===== config.mk =====
export PLATFORM = sky130hd
export DESIGN_NAME = tpm_top
export DESIGN_NICKNAME = d
export VERILOG_FILES = /design/src/shared/tpm_pkg.sv /design/src/logic/tpm_top.sv /design/src/logic/tpm_fifo.sv
export SDC_FILE = /design/constraint.sdc
export NUM_CORES = 1
export LEC_CHECK = 0
export BUFFER_PORTS_ARGS = -buffer_cell sky130_fd_sc_hd__buf_2
export CORE_MARGIN = 2
export CORE_UTILIZATION = 37
export CTS_BUF_LIST = sky130_fd_sc_hd__clkbuf_8
export DETAILED_ROUTE_END_ITERATION = 16
export GPL_TIMING_DRIVEN = 0
export PLACE_DENSITY = 0.64
export RECOVER_POWER = 100
export SETUP_SLACK_MARGIN = 0.02
export SYNTH_ARGS = -nofsm -noshare
export SYNTH_HDL_FRONTEND = slang
export SYNTH_HIERARCHICAL = 1
export SYNTH_SLANG_ARGS = --single-unit

===== constraint.sdc =====
create_clock -name sys_clk_in -period 2.1 [get_ports sys_clk_in]
set_input_delay 0.315 -clock sys_clk_in [delete_from_list [all_inputs] [get_ports sys_clk_in]]
set_output_delay 0.315 -clock sys_clk_in [all_outputs]
set_load 0.03 [all_outputs]

===== src/shared/tpm_pkg.sv =====
/*
  Package for the transmit payload-indicator / HDLC send-message block.
  Holds widths, flag value, synchroniser depth and state encodings.
  Assumes nothing of its surroundings.
*/
package tpm_pkg;
  localparam int BYTE_W = 8;
  localparam logic [7:0] FLAG_OCTET = 8'h7E;
  localparam int SYNC_STAGES = 3;
  localparam int FIFO_DEPTH = 4;
  localparam logic [7:0] IDLE_BYTE = 8'h00;
  typedef enum logic [2:0] {
    TPM_ROLE_OFF = 3'b001,
    TPM_ROLE_PAYLOAD = 3'b010,
    TPM_ROLE_HDLC = 3'b100
  } tpm_role_t;
  typedef enum logic [1:0] {
    TPM_TX_FLAG = 2'b01,
    TPM_TX_DATA = 2'b10
  } tpm_tx_t;
endpackage


===== src/logic/tpm_top.sv =====
/*
  Channel transmit input with two roles: telecom-bus payload indicator or
  HDLC send-message command, plus byte capture and a flag/data byte stream.
  Assumes bus clock, HDLC clock and pins are asynchronous to sys_clk_in and
  at least several times slower; their edges are found by 3-stage sampling.
  Limitation: each clock level must last two sys_clk_in cycles or more,
  otherwise an edge is lost in the samplers and its byte is never seen.
*/
// Notes on behaviour
// RULE1: Bus enabled selects payload indicator role, otherwise HDLC send-message role.
// RULE2: Source drives indicator low during overhead bytes, high otherwise.
// RULE3: Payload indicator is sampled on the falling edge of bus clock.
// RULE4: Send-message role applies only when framer is in high-speed HDLC mode.
// RULE5: Outside HDLC mode with bus disabled, the pin is tied low externally.
// RULE6: Command high latches the HDLC data byte on each HDLC clock rising edge.
// RULE7: Every latched byte is passed on for framing into DS3/E3 payload; code drops a byte latched while the 4-entry FIFO is full.
// RULE8: Command low latches nothing and emits continuous 0x7E flag octets; code first sends bytes left in the FIFO, then one flag per octet_req_in.
`timescale 1ns/1ps
module tpm_top (
  input wire logic sys_clk_in,
  input wire logic resetn_in,
  input wire logic bus_enable_in,
  input wire logic hdlc_mode_in,
  input wire logic shared_pin_in,
  input wire logic tx_bus_clock_in,
  input wire logic [7:0] tx_bus_data_in,
  input wire logic hdlc_tx_clock_in,
  input wire logic [7:0] hdlc_tx_byte_port_in,
  input wire logic octet_req_in,
  output logic tx_bus_payload_indicator_out,
  output logic [7:0] tx_bus_data_out,
  output logic tx_bus_sample_out,
  output logic [7:0] hdlc_octet_out,
  output logic hdlc_octet_valid_out,
  output logic hdlc_octet_is_flag_out,
  output logic hdlc_overrun_out
);
  localparam int N = tpm_pkg::SYNC_STAGES;

  typedef struct packed {
    // Three-stage samplers of the asynchronous inputs
    logic [N-1:0] pin_s;
    logic [N-1:0] bck_s;
    logic [N-1:0] hck_s;
    logic [N-1:0][7:0] bdat_s;
    logic [N-1:0][7:0] hdat_s;
    // Filtered levels, changed only when stages two and three agree
    logic pin_f;
    logic bck_f;
    logic hck_f;
    // Last bus sample
    logic pl_ind;
    logic [7:0] bus_byte;
    logic bus_smp;
    // HDLC capture and octet stream
    logic [7:0] cap_byte;
    logic cap_vld;
    logic [7:0] oct;
    logic oct_vld;
    logic oct_flag;
    logic ovr;
  } tpm_st_t;

  tpm_st_t s_q, s_d;
  tpm_pkg::tpm_role_t role;
  logic send_cmd;
  logic bck_fall, hck_rise;
  logic pin_agree, bck_agree, hck_agree;
  logic bus_take, hdlc_take, ovr_clear;
  logic f_wready, f_rvalid, f_rready;
  logic [7:0] f_rdata;

  // ------------------------------------------------------------
  // Role selection
  // ------------------------------------------------------------
  always_comb begin
    role = tpm_pkg::TPM_ROLE_OFF;
    unique case ({bus_enable_in, hdlc_mode_in})
      2'b10, 2'b11: begin
        role = tpm_pkg::TPM_ROLE_PAYLOAD; // [RULE1]
      end
      2'b01: begin
        role = tpm_pkg::TPM_ROLE_HDLC; // [RULE4]
      end
      2'b00: begin
        // Pin expected grounded here; it is ignored regardless [RULE5]
        role = tpm_pkg::TPM_ROLE_OFF;
      end
    endcase
  end

  // ------------------------------------------------------------
  // Sampled inputs and edge detection
  // ------------------------------------------------------------
  // Edges and levels count only once stages two and three agree
  assign pin_agree = (s_q.pin_s[1] == s_q.pin_s[2]);
  assign bck_agree = (s_q.bck_s[1] == s_q.bck_s[2]);
  assign hck_agree = (s_q.hck_s[1] == s_q.hck_s[2]);
  assign bck_fall = s_q.bck_f && bck_agree && !s_q.bck_s[2];
  assign hck_rise = !s_q.hck_f && hck_agree && s_q.hck_s[2];
  assign send_cmd = (role == tpm_pkg::TPM_ROLE_HDLC) && s_q.pin_f;
  assign f_rready = octet_req_in;

  // ------------------------------------------------------------
  // Per-role strobes
  // ------------------------------------------------------------
  // Samplers keep running in every role; only these strobes are gated
  always_comb begin
    bus_take = 1'b0;
    hdlc_take = 1'b0;
    ovr_clear = 1'b1;
    unique case (role)
      tpm_pkg::TPM_ROLE_PAYLOAD: begin
        bus_take = bck_fall; // [RULE3]
      end
      tpm_pkg::TPM_ROLE_HDLC: begin
        hdlc_take = send_cmd && hck_rise; // [RULE6]
        ovr_clear = 1'b0;
      end
      tpm_pkg::TPM_ROLE_OFF: begin
        // The pin is not looked at in this role
      end
      default: begin
        bus_take = 1'b0;
      end
    endcase
  end

  // ------------------------------------------------------------
  // Capture FIFO between HDLC data port and the octet stream
  // ------------------------------------------------------------
  tpm_fifo #(
    .WIDTH(tpm_pkg::BYTE_W),
    .DEPTH(tpm_pkg::FIFO_DEPTH)
  ) u_fifo (
    .sys_clk_in(sys_clk_in),
    .resetn_in(resetn_in),
    .wr_data_in(s_q.cap_byte),
    .wr_valid_in(s_q.cap_vld),
    .wr_ready_out(f_wready),
    .rd_data_out(f_rdata),
    .rd_valid_out(f_rvalid),
    .rd_ready_in(f_rready)
  );

  // ------------------------------------------------------------
  // Next state
  // ------------------------------------------------------------
  always_comb begin
    s_d = s_q;
    s_d.pin_s = {s_q.pin_s[N-2:0], shared_pin_in};
    s_d.bck_s = {s_q.bck_s[N-2:0], tx_bus_clock_in};
    s_d.hck_s = {s_q.hck_s[N-2:0], hdlc_tx_clock_in};
    s_d.bdat_s = {s_q.bdat_s[N-2:0], tx_bus_data_in};
    s_d.hdat_s = {s_q.hdat_s[N-2:0], hdlc_tx_byte_port_in};
    if (pin_agree) begin
      s_d.pin_f = s_q.pin_s[2];
    end
    if (bck_agree) begin
      s_d.bck_f = s_q.bck_s[2];
    end
    if (hck_agree) begin
      s_d.hck_f = s_q.hck_s[2];
    end
    s_d.bus_smp = 1'b0;
    s_d.cap_vld = 1'b0;
    s_d.oct_vld = 1'b0;

    // Indicator low marks an overhead byte, high a payload byte [RULE2]
    if (bus_take) begin
      s_d.pl_ind = s_q.pin_f; // [RULE3]
      s_d.bus_byte = s_q.bdat_s[2];
      s_d.bus_smp = 1'b1;
    end

    // A byte offered while the FIFO is full is dropped and flagged
    if (hdlc_take) begin
      s_d.cap_byte = s_q.hdat_s[2]; // [RULE6]
      s_d.cap_vld = 1'b1;
      if (!f_wready) begin
        s_d.ovr = 1'b1;
      end
    end
    if (ovr_clear) begin
      s_d.ovr = 1'b0;
    end

    if (octet_req_in) begin
      s_d.oct_vld = 1'b1;
      if (f_rvalid) begin
        s_d.oct = f_rdata; // [RULE7]
        s_d.oct_flag = 1'b0;
      end else begin
        // No captured data pending: idle fill is flags [RULE8]
        s_d.oct = tpm_pkg::FLAG_OCTET;
        s_d.oct_flag = 1'b1;
      end
    end
  end

  // ------------------------------------------------------------
  // State register
  // ------------------------------------------------------------
  always_ff @(posedge sys_clk_in) begin
    if (!resetn_in) begin
      s_q <= '0;
      s_q.pl_ind <= 1'b1;
      s_q.oct <= tpm_pkg::FLAG_OCTET;
      s_q.oct_flag <= 1'b1;
    end else begin
      s_q <= s_d;
    end
  end

  // ------------------------------------------------------------
  // Outputs
  // ------------------------------------------------------------
  assign tx_bus_payload_indicator_out = s_q.pl_ind;
  assign tx_bus_data_out = s_q.bus_byte;
  assign tx_bus_sample_out = s_q.bus_smp;
  assign hdlc_octet_out = s_q.oct;
  assign hdlc_octet_valid_out = s_q.oct_vld;
  assign hdlc_octet_is_flag_out = s_q.oct_flag;
  assign hdlc_overrun_out = s_q.ovr;
endmodule


===== src/logic/tpm_fifo.sv =====
/*
  Small synchronous FIFO with valid/ready on both sides.
  Assumes a single clock and a synchronous active-low reset.
*/
`timescale 1ns/1ps
module tpm_fifo #(
  parameter int WIDTH = 8,
  parameter int DEPTH = 4
) (
  input wire logic sys_clk_in,
  input wire logic resetn_in,
  input wire logic [WIDTH-1:0] wr_data_in,
  input wire logic wr_valid_in,
  output logic wr_ready_out,
  output logic [WIDTH-1:0] rd_data_out,
  output logic rd_valid_out,
  input wire logic rd_ready_in
);
  localparam int AW = (DEPTH > 1) ? $clog2(DEPTH) : 1;
  typedef struct packed {
    logic [DEPTH-1:0][WIDTH-1:0] mem;
    logic [AW-1:0] wp;
    logic [AW-1:0] rp;
    logic [AW:0] cnt;
  } tpm_fifo_st_t;
  tpm_fifo_st_t s_q, s_d;
  logic push, pop;

  assign wr_ready_out = (s_q.cnt != (AW+1)'(DEPTH));
  assign rd_valid_out = (s_q.cnt != '0);
  assign rd_data_out = s_q.mem[s_q.rp];
  assign push = wr_valid_in && wr_ready_out;
  assign pop = rd_valid_out && rd_ready_in;

  always_comb begin
    s_d = s_q;
    if (push) begin
      s_d.mem[s_q.wp] = wr_data_in;
      s_d.wp = (s_q.wp == AW'(DEPTH-1)) ? '0 : s_q.wp + 1'b1;
    end
    if (pop) begin
      s_d.rp = (s_q.rp == AW'(DEPTH-1)) ? '0 : s_q.rp + 1'b1;
    end
    if (push && !pop) begin
      s_d.cnt = s_q.cnt + 1'b1;
    end else if (pop && !push) begin
      s_d.cnt = s_q.cnt - 1'b1;
    end
  end

  always_ff @(posedge sys_clk_in) begin
    if (!resetn_in) begin
      s_q <= '0;
    end else begin
      s_q <= s_d;
    end
  end
endmodule


==> impl_metrics.py <==
metrics = {
    "status": {
        "status": "finished clean",
    },
    "layout": {
        "num_antenna_cells": 0,
        "drive_gt1_share_pct": 18.5,
        "syn2layout_area_growth_pct": 16.7,
        "layout.nets": 537,
        "layout_commonest_cell": "dfxtp_1",
        "final_cell_mix": "dfxtp_1 (126), nand2_1 (90), clkbuf_1 (47)",
    },
    "route": {
        "drc": 0,
        "first_pass_iters": 4,
        "wirelength_um": 8600,
        "ant_nets": 0,
        "drtIter0Drc": 96,
        "vias": 3014,
        "routedWlPerCell_um": 12.4,
        "vias_per_cell": 4.36,
    },
    "clock_network": {
        "htree_levels": 4,
        "clock-sinks": 129,
        "cts_tree": "built",
        "cts-root-buf": "clkbuf_8",
        "cts_hold_buf": 0,
        "cts_buffer_depth": 2,
        "clk_latency_ns": 0.42,
        "clk_pin_slew_ns": 0.07,
        "cts_buffers": 17,
    },
    "floorplanning": {
        "dieArea_um2": 13700,
        "die_h_um": 117,
        "ioPinCount": 45,
        "start_util_pct": 37.7,
        "dieWidth_um": 117,
        "core_um2": 12500,
        "core.rowCount": 41,
    },
    "critical_path": {
        "critPathTopFamily": "simple AND/OR/NAND/NOR gates",
        "worst_setup_path_end_kind": "flop",
        "cp_num_buf_inv": 1,
        "ff2ff_setup_slack_ns": 0.11,
        "rr_startpoint": "u_fifo/s_q[0]$_SDFFE_PN0P_",
        "cp.depth": 8,
        "start_kind": "flop",
        "worstPathMaxFanout": 5,
        "r2r_cells": 8,
        "cp_slowest_cell": "or3b_4",
        "cp_data_required_time_ns": 2.45,
        "critical_path_class": "flop to flop",
        "cp_slowest_stage_delay_ns": 0.43,
        "cp_cell_sequence": "or3b_4 -> and2_4 -> ha_4 -> inv_1 -> fa_2 -> xor2_1 -> or3_1 -> a21boi_1",
        "cp.arrival_ns": 2.34,
        "reg2reg_to": "u_fifo/s_q[2]$_SDFFE_PN0P_",
    },
    "yosys": {
        "synth_fp_nets": 473,
        "ys_seq_area_share_pct": 54.8,
        "synthAdderAreaFrac_pct": 2.02,
        "synth_top_family_by_area": "simple AND/OR/NAND/NOR gates",
        "avgSynthCellArea_um2": 10.7,
        "synthMuxAreaShare_pct": 12.5,
        "synthArstFlopShare_pct": 0,
        "synth_xor_area_share_pct": 0.372,
        "synth_cell_types": 37,
        "synth-compound-area-share_pct": 4.33,
        "yosys_warnings": 6,
        "synthesis.instances": 442,
        "synth_simple_gate_area_share_pct": 19.5,
        "synth_edf_count": 0,
        "yosys_register_bits": 129,
        "ys.flop_type": "dfxtp_1",
        "synth_area_um2": 4710,
    },
    "timing": {
        "timing_worst_slew_pin_value_ns": 0.698,
        "hold_violations": 0,
        "fmax_mhz": 504,
        "period_minus_slack_ns": 1.99,
        "rsz0062_at_grt": "no",
        "clock_skew_ns": 0.00972,
        "slew_headroom_pct": 53.4,
        "drv_slew": 0,
        "setup_viol": 0,
        "whs_ns": 0.0914,
        "min_period_over_period_pct": 94.5,
    },
    "worst_hold_path": {
        "min_from": "tx_bus_data_in[2]",
        "worstHoldPathCells": 2,
        "holdCritPathClass": "input port to flop",
        "hold-path-endpoint": "s_d[67]$_SDFF_PN0_",
    },
    "global_routing": {
        "antenna_found_initial": 0,
        "grt_overflow": 0,
        "grt_pass1_wl_um": 14000,
        "grt_pass1_vias": 2995,
        "grt_max_degree": 17,
        "grt_usage_pct": 13.7,
    },
    "power": {
        "power_density_nw_per_um2": 1020,
        "ir_drop_v": 0.000582,
        "totalPowerFinal_mw": 5.58,
        "p_sw_share_pct": 26.5,
        "p_seq_share_pct": 48.2,
        "p_int_mw": 4.10,
        "clkPwrFrac_pct": 37.5,
        "pwr-share-comb_pct": 14.4,
        "p_leak_nw": 2.03,
        "p_sw_mw": 1.48,
    },
    "placed_design": {
        "portBuffers": 43,
        "place.gp.congestion": 0.782,
        "hpwl_um": 5980,
    },
    "flow_run": {
        "maxCapViolCount": 0,
    },
}
synthesized netlist by cell type, types with 2 or more instances:
cell | n | area share (%)
mux4_2 | 8 | 3.8
or3_1 | 2 | 0.27
a21boi_1 | 8 | 1.3
buf_6 | 5 | 1.2
nand2_1 | 90 | 7.2
o21ai_1 | 2 | 0.21
buf_2 | 4 | 0.42
a21boi_0 | 6 | 0.96
nand2b_1 | 2 | 0.27
nand3_1 | 5 | 0.53
ha_1 | 6 | 1.6
and3_4 | 4 | 0.96
o21ai_0 | 8 | 0.85
o22ai_1 | 5 | 0.66
nor2_1 | 2 | 0.16
dfxtp_1 | 129 | 55
nand4_1 | 2 | 0.27
clkbuf_1 | 14 | 1.1
inv_1 | 3 | 0.24
buf_4 | 19 | 3.0
mux2i_1 | 41 | 8.7
and2_1 | 62 | 8.2
metrics by stage:
step / utilization, % / setup TNS, ns / area [um2] / instances / worst slack, ns
2_1_floorplan: - / 0 / 4710 / 442 / 0.0241
3_3_place_gp: 41.1 / -0.142 / 5140 / 657 / -0.142
3_5_place_dp: 41.1 / -0.238 / 5140 / 657 / -0.204
4_1_cts: 44.5 / 0 / 5570 / 689 / 0.0239
5_1_grt: 44.0 / 0 / 5500 / 691 / 0.0348
6_report: 44.0 / 0 / 5500 / 691 / 0.115
repair_timing:
action,in CTS,in global routing
pin swaps,0,0
endpoints found under the setup margin,2,2
buffers inserted,1,2
resized for setup,10,3
worst max-delay path by stage:
stage	startpoint	endpoint	slack, ns
after floorplan	u_fifo/s_q[0]$_SDFFE_PN0P_	u_fifo/s_q[2]$_SDFFE_PN0P_	0.02
after global placement	u_fifo/s_q[0]$_SDFFE_PN0P_	u_fifo/s_q[2]$_SDFFE_PN0P_	-0.14
after detailed placement	u_fifo/s_q[0]$_SDFFE_PN0P_	u_fifo/s_q[2]$_SDFFE_PN0P_	-0.20
after CTS	u_fifo/s_q[0]$_SDFFE_PN0P_	u_fifo/s_q[2]$_SDFFE_PN0P_	0.02
after global routing	u_fifo/s_q[0]$_SDFFE_PN0P_	u_fifo/s_q[2]$_SDFFE_PN0P_	0.03
final	u_fifo/s_q[0]$_SDFFE_PN0P_	u_fifo/s_q[2]$_SDFFE_PN0P_	0.11
logic make-up after synthesis:
logic type      after synthesis
flops                       129
mux                          49
simple gates                177
compound gates               31
buf+inv                      47
fa+ha+maj                     7
xor+xnor                      2
state kept, by name, summed over array words and instances, names as in the netlist:
| register | cells |
|---|---|
| tx_bus_sample_out | 1 |
| tx_bus_data_out | 8 |
| hdlc_octet_valid_out | 1 |
| hdlc_octet_is_flag_out | 1 |
| hdlc_octet_out | 8 |
| s_d | 38 |
| s_q | 31 |
| u_fifo/s_q | 39 |
| hdlc_overrun_out | 1 |
| tx_bus_payload_indicator_out | 1 |
layer usage:
| metal | share of wire (%) | track usage (%) | up-vias | wire length, um |
|---|---|---|---|---|
| met5 | 0 | 0 | - | 0 |
| met1 | 46 | 15.8 | 1395 | 3940 |
| met2 | 50 | 23.2 | 45 | 4270 |
| li1 | - | - | 1567 | - |
| met4 | 1.2 | 5.18 | 0 | 104 |
| met3 | 3.3 | 5.10 | 7 | 280 |
power by group through the flow:
stage / combinational, mW / clock, mW / sequential (mW)
after floorplan: 0.576 / 0 / 2.72
after global placement: 0.752 / 0 / 2.71
after detailed placement: 0.773 / 0 / 2.72
after CTS: 0.798 / 2.17 / 2.68
after global routing: 0.904 / 2.28 / 2.71
final: 0.803 / 2.09 / 2.69
final cells by class:
class | count | area, um2
Fill cell | 1259 | 7020
Sequential cell | 129 | 2590
Multi-Input combinational cell | 266 | 1850
Clock buffer | 20 | 275
Buffer | 43 | 225
Tap cell | 172 | 215
Timing Repair Buffer | 46 | 204
Clock inverter | 12 | 133
Inverter | 3 | 11.3
Power figures use the tool's default switching activity.
